### src/pdwd_pkg.sv
// package: register map, field layout, reset values and timing constants for the power-down watchdog
package pdwd_pkg;
    // register byte offsets on the bus
    localparam logic [7:0] PDWD_OFF_WDT_CTRL = 8'h00;
    localparam logic [7:0] PDWD_OFF_RST_FLAGS = 8'h04;
    localparam logic [7:0] PDWD_OFF_CLK_CTRL = 8'h08;
    localparam logic [7:0] PDWD_OFF_WAKE_EN = 8'h0C;
    localparam logic [7:0] PDWD_OFF_STATUS = 8'h10;
    // watchdog control field positions
    localparam int PDWD_KEY_LSB = 3;
    localparam int PDWD_KEY_MSB = 7;
    localparam int PDWD_SEL_MSB = 2;
    // reset flag register bit positions
    localparam int PDWD_RF_WDT = 0;
    localparam int PDWD_RF_LVR = 2;
    localparam int PDWD_RF_RCTL = 3;
    // clock control bit positions
    localparam int PDWD_CC_LOW_IDLE = 0;
    localparam int PDWD_CC_HIGH_IDLE = 1;
    // key codes and reset values
    localparam logic [4:0] PDWD_KEY_DISABLE = 5'h15;
    localparam logic [4:0] PDWD_KEY_ENABLE = 5'h0A;
    localparam logic [7:0] PDWD_WDT_CTRL_RST = 8'h53;
    localparam logic [7:0] PDWD_CLK_CTRL_RST = 8'h00;
    localparam logic [7:0] PDWD_WAKE_EN_RST = 8'h00;
    // timing: system clock rate and software reset delay
    localparam int PDWD_CLK_HZ = 200_000_000;
    localparam int PDWD_SRESET_NS = 100_000;
    localparam int PDWD_SRESET_CYC = (PDWD_SRESET_NS / 1000) * (PDWD_CLK_HZ / 1_000_000);
    localparam int PDWD_RC_HZ = 32_000;
    localparam int PDWD_RC_DIV = PDWD_CLK_HZ / PDWD_RC_HZ;
    // bus responses
    localparam logic [1:0] PDWD_RESP_OKAY = 2'h0;
    localparam logic [1:0] PDWD_RESP_SLVERR = 2'h2;
    // operating modes
    typedef enum logic [2:0] {
        PDWD_RUN,
        PDWD_SLEEP,
        PDWD_IDLE_ZERO,
        PDWD_IDLE_ONE,
        PDWD_IDLE_TWO
    } pdwd_mode_t;
endpackage

### src/pdwd_power_down_watchdog.sv
// module: power-down mode control, wake-up logic and watchdog timer with axi4-lite registers
//
// Operation
// - halt with both idle enables low: sleep
// - high idle 0, low idle 1: idle zero
// - both idle enables high: idle one
// - high idle 1, low idle 0: idle two
// - power-down halts program, state kept
// - entry sets power-down flag, clears timeout
// - halt clears watchdog counter; runs if enabled
// - wake on port edge, reset, interrupt, watchdog
// - external reset wake does full reset
// - power-down flag cleared by power-up, clear
// - sleep overflow sets timeout, resets pc/sp
// - enabled port pin falling edge wakes, resumes
// - disabled or stack-full interrupt resumes, stays pending
// - enabled interrupt, free stack: normal response
// - flag set before entry never wakes
// - watchdog counts low-speed rc clock, divided
// - select picks 2^N, N 8..18 table
// - key 10101 disables; others but 01010 request reset
// - bad key: delay, then reset, set flag
// - key 01010 enables, value after power-on
// - normal timeout resets device, sets timeout
// - clear instruction or halt clears counter
// - reset flag set by hardware, cleared software
module pdwd_power_down_watchdog import pdwd_pkg::*; #(
    parameter int PORT_W = 8,
    parameter int INT_W = 8,
    parameter int SRESET_CYCLES = PDWD_SRESET_CYC,
    parameter int RC_DIVIDE = PDWD_RC_DIV
) (
    // clock and reset
    input wire logic clock,
    input wire logic rst,
    // cpu side events
    input wire logic halt_exec,
    input wire logic wdt_clear_exec,
    input wire logic ext_reset,
    input wire logic power_up,
    input wire logic lvr_event,
    input wire logic stack_full,
    input wire logic [INT_W-1:0] int_req,
    input wire logic [INT_W-1:0] int_enable,
    input wire logic [PORT_W-1:0] port_a_in,
    // outputs to core
    output logic cpu_stopped,
    output logic high_clock_on,
    output logic sub_clock_on,
    output logic rc_clock_on,
    output logic wake_pulse,
    output logic resume_next,
    output logic take_interrupt,
    output logic pc_sp_reset,
    output logic device_reset,
    output logic power_down_status_flag,
    output logic watchdog_timeout_flag,
    // axi4-lite write address
    input wire logic [7:0] s_axi_awaddr,
    input wire logic s_axi_awvalid,
    output logic s_axi_awready,
    // axi4-lite write data
    input wire logic [31:0] s_axi_wdata,
    input wire logic [3:0] s_axi_wstrb,
    input wire logic s_axi_wvalid,
    output logic s_axi_wready,
    // axi4-lite write response
    output logic [1:0] s_axi_bresp,
    output logic s_axi_bvalid,
    input wire logic s_axi_bready,
    // axi4-lite read address
    input wire logic [7:0] s_axi_araddr,
    input wire logic s_axi_arvalid,
    output logic s_axi_arready,
    // axi4-lite read data
    output logic [31:0] s_axi_rdata,
    output logic [1:0] s_axi_rresp,
    output logic s_axi_rvalid,
    input wire logic s_axi_rready
);

    // map select code to the divide exponent
    function automatic logic [4:0] sel_exp(input logic [2:0] sel);
        case (sel)
            3'h0: sel_exp = 5'h08;
            3'h1: sel_exp = 5'h0A;
            3'h2: sel_exp = 5'h0C;
            3'h3: sel_exp = 5'h0E;
            3'h4: sel_exp = 5'h0F;
            3'h5: sel_exp = 5'h10;
            3'h6: sel_exp = 5'h11;
            default: sel_exp = 5'h12;
        endcase
    endfunction

    // register state
    logic [7:0] wdt_ctrl_reg; // key and timeout select
    logic [7:0] clk_ctrl_reg; // idle enables
    logic [PORT_W-1:0] wake_en_reg; // per-pin wake enables
    logic wd_rst_flag_reg; // watchdog-control reset flag
    logic ctl_rst_flag_reg; // reset-control reset flag, held at zero here
    logic lv_rst_flag_reg; // low-voltage reset flag
    logic pd_flag_reg; // power-down status flag
    logic to_reg; // watchdog timeout flag
    pdwd_mode_t mode_reg; // current operating mode
    logic [PORT_W-1:0] port_prev_reg; // port history for edge detect
    logic [INT_W-1:0] int_mask_reg; // requests already set at entry
    logic [15:0] rc_div_reg; // system clock to rc rate divider
    logic [17:0] wdt_cnt_reg; // watchdog counter in rc ticks
    logic [31:0] sreset_cnt_reg; // pending software reset delay
    logic sreset_pend_reg; // bad key seen, waiting out delay

    // key decode
    wire [4:0] key = wdt_ctrl_reg[PDWD_KEY_MSB:PDWD_KEY_LSB];
    wire wdt_enabled = (key == PDWD_KEY_ENABLE);
    wire key_bad = !wdt_enabled && (key != PDWD_KEY_DISABLE);
    wire asleep = (mode_reg != PDWD_RUN);
    // rc tick enable: the rc clock runs whenever the watchdog is enabled
    wire rc_tick = (rc_div_reg == 16'(RC_DIVIDE - 1));
    wire [17:0] wdt_top = 18'((32'h1 << sel_exp(wdt_ctrl_reg[PDWD_SEL_MSB:0])) - 1);
    wire wdt_ovf = wdt_enabled && rc_tick && (wdt_cnt_reg == wdt_top);
    // wake sources
    wire [PORT_W-1:0] port_fall = port_prev_reg & ~port_a_in & wake_en_reg;
    wire [INT_W-1:0] int_wake = int_req & ~int_mask_reg;
    wire int_serv = |(int_wake & int_enable) && !stack_full;
    wire port_wake = asleep && |port_fall;
    wire irq_wake = asleep && |int_wake;
    wire sreset_fire = sreset_pend_reg && (sreset_cnt_reg == 32'(SRESET_CYCLES - 1));
    // mode selected by halt
    wire hi_idle = clk_ctrl_reg[PDWD_CC_HIGH_IDLE];
    wire lo_idle = clk_ctrl_reg[PDWD_CC_LOW_IDLE];
    pdwd_mode_t halt_mode;
    always_comb begin
        // idle-enable decode on halt
        case ({hi_idle, lo_idle})
            2'b00: halt_mode = PDWD_SLEEP;
            2'b01: halt_mode = PDWD_IDLE_ZERO;
            2'b11: halt_mode = PDWD_IDLE_ONE;
            default: halt_mode = PDWD_IDLE_TWO;
        endcase
    end
    wire enter = !asleep && halt_exec;
    wire any_wake = port_wake || irq_wake || (asleep && wdt_ovf);
    wire full_reset = ext_reset || power_up || sreset_fire || (!asleep && wdt_ovf);

    // mode sequencing: halt enters, any wake source returns to run
    always_ff @(posedge clock) begin
        if (rst || full_reset) begin
            mode_reg <= PDWD_RUN;
        end else if (enter) begin
            mode_reg <= halt_mode;
        end else if (any_wake) begin
            mode_reg <= PDWD_RUN;
        end
    end

    // snapshot pending requests at entry so they cannot wake
    always_ff @(posedge clock) begin
        if (rst) begin
            int_mask_reg <= '0;
        end else if (enter) begin
            int_mask_reg <= int_req;
        end else if (!asleep) begin
            int_mask_reg <= '0;
        end
    end

    // port history, sampled every cycle
    always_ff @(posedge clock) begin
        if (rst) begin
            port_prev_reg <= '1;
        end else begin
            port_prev_reg <= port_a_in;
        end
    end

    // divider producing the rc-rate tick
    always_ff @(posedge clock) begin
        if (rst || !wdt_enabled || rc_tick) begin
            rc_div_reg <= '0;
        end else begin
            rc_div_reg <= rc_div_reg + 16'h1;
        end
    end

    // watchdog counter: clear on halt, clear instruction, overflow
    always_ff @(posedge clock) begin
        if (rst || full_reset || enter || wdt_clear_exec || !wdt_enabled) begin
            wdt_cnt_reg <= '0;
        end else if (wdt_ovf) begin
            wdt_cnt_reg <= '0;
        end else if (rc_tick) begin
            wdt_cnt_reg <= wdt_cnt_reg + 18'h1;
        end
    end

    // bad-key delay before the software reset
    always_ff @(posedge clock) begin
        if (rst || sreset_fire || !key_bad) begin
            sreset_pend_reg <= 1'b0;
            sreset_cnt_reg <= '0;
        end else begin
            sreset_pend_reg <= 1'b1;
            sreset_cnt_reg <= sreset_pend_reg ? sreset_cnt_reg + 32'h1 : '0;
        end
    end

    // status flags, kept apart so an overflow never blocks the clear of the power-down flag
    always_ff @(posedge clock) begin
        if (rst || power_up) begin
            pd_flag_reg <= 1'b0;
            to_reg <= 1'b0;
        end else begin
            if (enter) begin
                pd_flag_reg <= 1'b1;
            end else if (wdt_clear_exec) begin
                pd_flag_reg <= 1'b0;
            end
            // overflow set wins over a clear in the same cycle
            if (wdt_ovf) begin
                to_reg <= 1'b1;
            end else if (enter || wdt_clear_exec) begin
                to_reg <= 1'b0;
            end
        end
    end

    // axi4-lite slave: accept address and data in any order
    logic aw_held_reg, w_held_reg;
    logic [7:0] aw_addr_reg;
    logic [31:0] w_data_reg;
    logic [3:0] w_strb_reg;
    wire wr_go = aw_held_reg && w_held_reg && !s_axi_bvalid;
    wire wr_ctrl = wr_go && aw_addr_reg == PDWD_OFF_WDT_CTRL && w_strb_reg[0];
    wire wr_flags = wr_go && aw_addr_reg == PDWD_OFF_RST_FLAGS && w_strb_reg[0];
    wire wr_clk = wr_go && aw_addr_reg == PDWD_OFF_CLK_CTRL && w_strb_reg[0];
    wire wr_wake = wr_go && aw_addr_reg == PDWD_OFF_WAKE_EN && w_strb_reg[0];
    wire wr_ok = aw_addr_reg == PDWD_OFF_WDT_CTRL || aw_addr_reg == PDWD_OFF_RST_FLAGS
        || aw_addr_reg == PDWD_OFF_CLK_CTRL || aw_addr_reg == PDWD_OFF_WAKE_EN;
    assign s_axi_awready = !aw_held_reg;
    assign s_axi_wready = !w_held_reg;
    assign s_axi_arready = !s_axi_rvalid;

    // capture write channels and issue response
    always_ff @(posedge clock) begin
        if (rst) begin
            aw_held_reg <= 1'b0;
            w_held_reg <= 1'b0;
            aw_addr_reg <= '0;
            w_data_reg <= '0;
            w_strb_reg <= '0;
            s_axi_bvalid <= 1'b0;
            s_axi_bresp <= PDWD_RESP_OKAY;
        end else begin
            if (s_axi_awvalid && !aw_held_reg) begin
                aw_held_reg <= 1'b1;
                aw_addr_reg <= {s_axi_awaddr[7:2], 2'b00};
            end
            if (s_axi_wvalid && !w_held_reg) begin
                w_held_reg <= 1'b1;
                w_data_reg <= s_axi_wdata;
                w_strb_reg <= s_axi_wstrb;
            end
            if (wr_go) begin
                aw_held_reg <= 1'b0;
                w_held_reg <= 1'b0;
                s_axi_bvalid <= 1'b1;
                s_axi_bresp <= wr_ok ? PDWD_RESP_OKAY : PDWD_RESP_SLVERR;
            end else if (s_axi_bready) begin
                s_axi_bvalid <= 1'b0;
            end
        end
    end

    // software registers; power-up and external reset restore power-on values
    always_ff @(posedge clock) begin
        if (rst || power_up || ext_reset) begin
            wdt_ctrl_reg <= PDWD_WDT_CTRL_RST;
            clk_ctrl_reg <= PDWD_CLK_CTRL_RST;
            wake_en_reg <= PORT_W'(PDWD_WAKE_EN_RST);
        end else begin
            if (wr_ctrl) begin
                wdt_ctrl_reg <= w_data_reg[7:0];
            end else if (sreset_fire) begin
                wdt_ctrl_reg <= PDWD_WDT_CTRL_RST;
            end
            if (wr_clk) begin
                clk_ctrl_reg <= {6'h00, w_data_reg[1:0]};
            end
            if (wr_wake) begin
                wake_en_reg <= w_data_reg[PORT_W-1:0];
            end
        end
    end

    // reset cause flags; hardware set wins over software clear
    always_ff @(posedge clock) begin
        if (rst) begin
            wd_rst_flag_reg <= 1'b0;
            ctl_rst_flag_reg <= 1'b0;
            lv_rst_flag_reg <= 1'b0;
        end else begin
            if (sreset_fire) begin
                wd_rst_flag_reg <= 1'b1;
            end else if (wr_flags && !w_data_reg[PDWD_RF_WDT]) begin
                wd_rst_flag_reg <= 1'b0;
            end
            if (lvr_event) begin
                lv_rst_flag_reg <= 1'b1;
            end else if (wr_flags) begin
                lv_rst_flag_reg <= w_data_reg[PDWD_RF_LVR];
            end
            if (wr_flags) begin
                ctl_rst_flag_reg <= w_data_reg[PDWD_RF_RCTL] & ctl_rst_flag_reg;
            end
        end
    end

    // read mux
    logic [31:0] rd_val;
    logic rd_ok;
    always_comb begin
        rd_val = '0;
        rd_ok = 1'b1;
        case ({s_axi_araddr[7:2], 2'b00})
            PDWD_OFF_WDT_CTRL: rd_val[7:0] = wdt_ctrl_reg;
            PDWD_OFF_RST_FLAGS: rd_val[7:0] = {4'h0, ctl_rst_flag_reg, lv_rst_flag_reg, 1'b0,
                wd_rst_flag_reg};
            PDWD_OFF_CLK_CTRL: rd_val[7:0] = clk_ctrl_reg;
            PDWD_OFF_WAKE_EN: rd_val[PORT_W-1:0] = wake_en_reg;
            PDWD_OFF_STATUS: rd_val[5:0] = {mode_reg, to_reg, pd_flag_reg, sreset_pend_reg};
            default: rd_ok = 1'b0;
        endcase
    end

    // read response
    always_ff @(posedge clock) begin
        if (rst) begin
            s_axi_rvalid <= 1'b0;
            s_axi_rdata <= '0;
            s_axi_rresp <= PDWD_RESP_OKAY;
        end else if (s_axi_arvalid && !s_axi_rvalid) begin
            s_axi_rvalid <= 1'b1;
            s_axi_rdata <= rd_val;
            s_axi_rresp <= rd_ok ? PDWD_RESP_OKAY : PDWD_RESP_SLVERR;
        end else if (s_axi_rready) begin
            s_axi_rvalid <= 1'b0;
        end
    end

    // registered wake / reset outputs to the core
    always_ff @(posedge clock) begin
        if (rst) begin
            wake_pulse <= 1'b0;
            resume_next <= 1'b0;
            take_interrupt <= 1'b0;
            pc_sp_reset <= 1'b0;
            device_reset <= 1'b0;
        end else begin
            wake_pulse <= any_wake && !full_reset;
            // a serviced interrupt takes the vector even when a port edge wakes too
            resume_next <= !full_reset && (port_wake || irq_wake) && !(irq_wake && int_serv);
            take_interrupt <= !full_reset && irq_wake && int_serv;
            pc_sp_reset <= !full_reset && asleep && wdt_ovf;
            device_reset <= full_reset;
        end
    end

    // clock gating view of the mode
    assign cpu_stopped = asleep;
    assign high_clock_on = !(mode_reg == PDWD_SLEEP || mode_reg == PDWD_IDLE_ZERO);
    assign sub_clock_on = !(mode_reg == PDWD_SLEEP || mode_reg == PDWD_IDLE_TWO);
    assign rc_clock_on = sub_clock_on || wdt_enabled;
    assign power_down_status_flag = pd_flag_reg;
    assign watchdog_timeout_flag = to_reg;

endmodule // pdwd_power_down_watchdog

### config.mk
export PLATFORM = sky130hd
export DESIGN_NAME = pdwd_power_down_watchdog
export DESIGN_NICKNAME = d
export VERILOG_FILES = /design/src/pdwd_pkg.sv /design/src/pdwd_power_down_watchdog.sv
export SDC_FILE = /design/constraint.sdc
export NUM_CORES = 1
export LEC_CHECK = 0
export BUFFER_PORTS_ARGS = -buffer_cell sky130_fd_sc_hd__clkbuf_2
export CORE_MARGIN = 2
export CORE_UTILIZATION = 32
export CTS_BUF_LIST = sky130_fd_sc_hd__clkbuf_16
export CTS_CLUSTER_DIAMETER = 80
export CTS_CLUSTER_SIZE = 30
export DETAILED_ROUTE_END_ITERATION = 12
export GPL_TIMING_DRIVEN = 0
export PLACE_DENSITY = 0.5
export SLEW_MARGIN = 20
export SYNTH_ARGS = -nofsm -noshare
export SYNTH_HDL_FRONTEND = slang
export SYNTH_SLANG_ARGS = --single-unit
export TNS_END_PERCENT = 1
### constraint.sdc
create_clock -name clock -period 3 [get_ports clock]
set_input_delay 0.6 -clock clock [delete_from_list [all_inputs] [get_ports clock]]
set_output_delay 0.6 -clock clock [all_outputs]
set_load 0.05 [all_outputs]
==> impl_metrics.ini, run 1 <==
[worst_setup_path]
crit_chain = ha_1 -> nand4_1 -> nor4_4 -> nor2_1 -> nand3_1 -> clkbuf_1 -> nor3_1
worstPathArrival_ns = 3.08
cp-endpoint = wdt_cnt_reg[13]
critPathRequiredTime_ns = 3.28
worstPathMaxFanout = 10
cpPeakStageDelay_ns = 0.66
critPathLaunch = sreset_cnt_reg[0]
r2r_start = sreset_cnt_reg[0]
critPathSlowestCell = nor4_4
crit_path_end_kind = flip-flop
r2r_slack_ns = 0.19
worstSetupPathType = reg2reg
cp-start-kind = flip-flop
timing.rr.end = wdt_cnt_reg[13]
r2r_cells = 7

[floorplan]
start_util_pct = 32.8
die_y_um = 148
rows = 52
ios = 141
coreArea_sq_um = 20300
fp.dieW_um = 148
dieArea_sq_um = 21900

[timing]
slew_violations = 0
finalHoldViolations = 0
worst_slack_ns = 0.194
fin_crit_sh_pct = 93.5
finalCriticalPeriod_ns = 2.81
rsz0062_at_grt = false
fmax_ghz = 0.356
hold_slack_ns = 0.354
setup_viol = 0
setup_tns_ns = 0
finClkSkew_ns = 0.0133
slew_headroom_pct = 44.5
tightestPinTransition_ns = 0.827

[place]
port_buffers = 81
hpwl_um = 13000
gp_congestion = 0.812
placed_cell_area_sq_um = 7500
dp_cells = 1169
dp_slack_ns = -0.0166

[drt]
first_pass_iters = 4
vias = 5714
wire_per_inst_um = 14.3
viasPerCell = 4.76
wl_um = 17200
drt_iter0_drc = 266
drc = 0
ant_nets = 0

[run]
cap_violations = 0

[synth]
synth-edff-count = 0
yosysWarnings = 0
netlist_instances = 792
synth.mux.area_fraction_pct = 2.41
yosysTopAreaCellShare_pct = 43.1
async_flop_share_pct = 0
syn_area_per_cell_sq_um = 8.40
yosys.cell_types.count = 57
yosysTopAreaCell = dfxtp_1
synth_compound_area_share_pct = 9.00
synth-simple-area-share_pct = 29.1
synth_seq_cells = 143
ys_top_cells_by_area = dfxtp_1 43%, nor2_1 6.2%, xor2_1 4.5%, xnor2_1 4.1%, nand2_1 4.0%
synth-seq-area-share_pct = 43.1
synth_area_sq_um = 6650
synth_top_family_by_area = simple AND/OR/NAND/NOR gates
synthXorXnorAreaFrac_pct = 8.56
synth-main-ff-cell = dfxtp_1
synthAdderAreaFrac_pct = 1.51

[power_and_ir_drop]
powerDensity_nw_per_um2 = 576
total_power_mw = 4.71
vdd_drop_max_uv = 440
power_leakage_nw = 3.06

[hold_path]
hold_depth = 2
hold_class = in2reg

[clocking]
post-cts-setup-buffers = 0
cts_hold_buffers = 0
cts_num_sinks = 143
cts_resized = 1
h-tree-depth = 4
cts-root-buf = clkbuf_16
clock_latency_ns = 0.43
clkTransAtPathRegs_ns = 0.06
cts_inserted_buffers = 17
tritoncts = built
clockBufferDepth = 2

[finish]
fin_cells = 1200
nFillCells = 2124
largest_register_ffs = 32
fin_util_pct = 40.3
final_nets = 1015
antenna_cells = 0
drive_gt1_share_pct = 16.8
area_growth_pct = 23.1
final_cell_area_sq_um = 8180

[global_routing]
grt_pass1_wl_um = 27200
grt_antenna_before_repair = 0
grt-busiest-layer = met2
grt_util_met2_pct = 24.5
grt_pass1_vias = 5250
met1_usage_pct = 21.5
grtUsageTotal_pct = 15.8
grt_max_degree = 17
gr-usage-met3_pct = 4.08
grt_overflow = 0

[status]
outcome = completed
layer usage:
layer  vias up  part of all wire [%]
met1      2630                    48
met4         0                  0.91
met5         -                     0
met2       115                    45
li1       2958                     -
met3        11                   5.3
synthesized netlist by cell type, types with 7 or more instances:
library cell and instances:
dfxtp_1 143, nor2_1 110, nand2_1 70, nor3_1 43, a21oi_1 39, nand3_1 34
xor2_1 34, xnor2_1 31, clkbuf_1 28, inv_1 27, buf_4 26, nand4_1 19
mux2i_1 16, and3_1 14, nand2b_1 10, o21ai_0 10, nor4_1 9, or2_2 9
or3_1 9, ha_1 8, o22ai_1 7
cells by family (layout without fill, tap and decap cells):
logic type | Yosys count | count (layout)
AOI/OAI and AO/OA | 94 | 94
xor gates and xnor gates | 65 | 65
adders and majority gates | 8 | 8
buffers and inverters | 84 | 196
DFF | 143 | 143
muxes | 16 | 16
other | 2 | 28
and+or+nand+nor | 380 | 380
placed cells by master, fill, tap and decap left out, types with 6 or more instances in the layout:
cell       Yosys  routed
bufinv_16      0       6
nor4_1         9       7
clkbuf_16      0      17
clkbuf_1      28      28
dfxtp_1      143     143
mux2i_1       16      16
nand3_1       34      34
o21ai_0       10      10
nand3b_1       6       6
or3_1          9       9
nor2b_1        6       6
o22ai_1        7       7
xnor2_1       31      31
and3_1        14      14
or4_1          6       6
xor2_1        34      34
nor3_1        43      43
inv_1         27      27
nor2_1       110     110
nand4_1       19      19
ha_1           8       8
and2_1         6       6
buf_4         26      26
a22oi_1        6       6
clkbuf_2       0      81
nand2b_1      10      10
or2_2          9       9
nand2_1       70      70
a21oi_1       39      39
and4_1         6       6
conb_1         2      28
layout make-up:
| type | count | area [sq um] | area share [%] |
|---|---|---|---|
| plain buffers | 57 | 315 | 3.85 |
| clock buffers | 17 | 425 | 5.20 |
| clock inverters | 14 | 239 | 2.92 |
| inverters | 27 | 101 | 1.24 |
| multi-input cells | 591 | 3490 | 42.7 |
| flip-flops and latches | 143 | 2860 | 35.0 |
| well taps | 270 | 338 | 4.13 |
| repair buffers | 81 | 405 | 4.95 |
worst max-delay path, delay by kind of cell (launching register included):
family        cells  cell delay, ns
simple gates      5            1.62
buf+inv           1            0.41
flops             1            0.38
fa+ha+maj         1            0.23
worst min-delay path by stage:
stage                    start              end  slack (ns)
3_3_place_gp   int_mask_reg[7]  int_mask_reg[7]        0.43
6_report          s_axi_rready     s_axi_rvalid        0.35
3_5_place_dp   int_mask_reg[1]  int_mask_reg[1]        0.44
2_1_floorplan  int_mask_reg[1]  int_mask_reg[1]        0.43
4_1_cts           s_axi_rready     s_axi_rvalid        0.34
5_1_grt           s_axi_rready     s_axi_rvalid        0.35
power by group:
| part | switching [mW] | internal, mW | total [mW] |
|---|---|---|---|
| combinational | 0.239 | 0.115 | 0.353 |
| clock | 0.839 | 1.56 | 2.40 |
| sequential | 0.0279 | 1.94 | 1.97 |
| total | 1.11 | 3.61 | 4.71 |
No activity file was read; power rests on OpenSTA's default activity.
==> run 2: changes to the inputs <==
- GPL_TIMING_DRIVEN: 0 -> 1
==> run 2 against run 1 <==
Clock power down 9.2%. Global-route usage down 0.21 points. Wire length down 3.1%. Setup slack better by 0.11 ns. Die area unchanged.
==> impl_metrics.ini, run 2 (synthesis gave the netlist of run 1 again) <==
[timing]
finClkSkew_ns = 0.00808
fmax_ghz = 0.370
slew_headroom_pct = 51.0
finalCriticalPeriod_ns = 2.70
fin_crit_sh_pct = 90.0
slew_violations = 0
tightestPinTransition_ns = 0.724
finalHoldViolations = 0
setup_viol = 0
setup_tns_ns = 0
rsz0062_at_grt = false

[worst_setup_path]
timing.rr.end = watchdog_timeout_flag
r2r_slack_ns = 0.49
cp-start-kind = flip-flop
critPathLaunch = mode_reg[2]
critPathRequiredTime_ns = 2.40
worstPathArrival_ns = 2.10
worstSetupPathType = reg2out
crit_path_end_kind = output port
cp-endpoint = cpu_stopped
r2r_cells = 6
worstPathMaxFanout = 11
r2r_start = wdt_ctrl_reg[1]

[clocking]
cts_inserted_buffers = 17
clockBufferDepth = 2
cts_num_sinks = 143
clock_latency_ns = 0.42
post-cts-setup-buffers = 0
tritoncts = built
cts_resized = 0
cts-root-buf = clkbuf_16
h-tree-depth = 4
cts_hold_buffers = 0
clkTransAtPathRegs_ns = 0.06

[floorplan]
fp.dieW_um = 148
start_util_pct = 32.8
ios = 141
dieArea_sq_um = 21900
coreArea_sq_um = 20300
die_y_um = 148
rows = 52

[global_routing]
grt_antenna_before_repair = 0
grt_pass1_wl_um = 27200
grt_util_met2_pct = 23.7
grt-busiest-layer = met2
grt_overflow = 0
grtUsageTotal_pct = 15.6
met1_usage_pct = 21.9
gr-usage-met3_pct = 3.90
grt_max_degree = 38
grt_pass1_vias = 5222

[finish]
antenna_cells = 0
nFillCells = 2145
multi_input_area_sq_um = 3470
seq_area_sq_um = 2860
final_nets = 980
mostFrequentLayoutCells = 143 x dfxtp_1, 110 x nor2_1, 83 x clkbuf_2
final_common_cell = dfxtp_1
drive_gt1_share_pct = 16.0
largest_register_ffs = 32
fin_cells = 1166
area_growth_pct = 19.4

[hold_path]
hold_class = in2reg

[drt]
vias = 5528
first_pass_iters = 4
drt_iter0_drc = 221
ant_nets = 0
wire_per_inst_um = 14.3
wl_um = 16700
viasPerCell = 4.74
drc = 0

[power_and_ir_drop]
power_leakage_nw = 2.96
pwr-share-seq_pct = 44.0
total_power_mw = 4.47
switching_share_pct = 23.9
vdd_drop_max_uv = 375
clockPowerShare_pct = 48.8
powerDensity_nw_per_um2 = 563
p_int_mw = 3.40
p_comb_share_pct = 7.2
p_switching_mw = 1.07

[place]
gp_congestion = 0.783
dp_cells = 1134
port_buffers = 83
hpwl_um = 12300

[status]
outcome = completed

[run]
cap_violations = 0
==> run 2: changes by cell type in the layout (fill, tap and decap cells not counted), sizes merged <==
cell	delta
buf	-9
bufinv	-2
clkbuf	-26
clkinv	+3
clkinvlp	+1
inv	-1
==> run 2: stage by stage <==
stage	area (sq um)	hold WS [ns]	util (%)	setup WS [ns]
after floorplan	6750	0.427	-	0.800
after global placement	7330	0.435	36.1	0.520
after detailed placement	7330	0.439	36.1	0.512
after CTS	7940	0.343	39.1	0.253
after global routing	7940	0.363	39.1	0.107
final	7940	0.358	39.1	0.301
==> run 2: cell type report <==
class | instances | area share (%)
Sequential cell | 143 | 36.1
Clock inverter | 15 | 2.22
Multi-Input combinational cell | 591 | 43.7
Timing Repair Buffer | 103 | 7.13
Clock buffer | 17 | 5.36
Tap cell | 270 | 4.26
Inverter | 27 | 1.28
==> run 2: worst min-delay path by stage <==
stage / start / to / cells past startpoint
after floorplan: int_mask_reg[1] / int_mask_reg[1] / 2
after global placement: int_mask_reg[7] / int_mask_reg[7] / 2
after detailed placement: int_mask_reg[1] / int_mask_reg[1] / 2
after CTS: s_axi_rready / s_axi_rvalid / 2
after global routing: s_axi_rready / s_axi_rvalid / 2
final: s_axi_rready / s_axi_rvalid / 2
==> run 2: critical path, stage by stage (launching register included) <==
cell and delay (ns):
dfxtp_1 0.38, nor3_1 0.57, inv_1 0.39, clkbuf_2 0.34
==> run 2: per-layer routing <==
| metal | share of wire, % | vias up | routed length, um |
|---|---|---|---|
| met5 | 0 | - | 0 |
| met4 | 0.81 | 0 | 135 |
| met3 | 4.5 | 9 | 746 |
| met2 | 44 | 106 | 7380 |
| met1 | 50 | 2531 | 8400 |
| li1 | - | 2882 | - |
==> run 2: power groups by stage <==
| stage | sequential [mW] | combinational [mW] | clock, mW |
|---|---|---|---|
| 2_1_floorplan | 2.03 | 0.232 | 0 |
| 3_3_place_gp | 2.01 | 0.323 | 0 |
| 3_5_place_dp | 2.01 | 0.323 | 0 |
| 4_1_cts | 1.97 | 0.324 | 2.24 |
| 5_1_grt | 1.97 | 0.351 | 2.31 |
| 6_report | 1.97 | 0.322 | 2.18 |
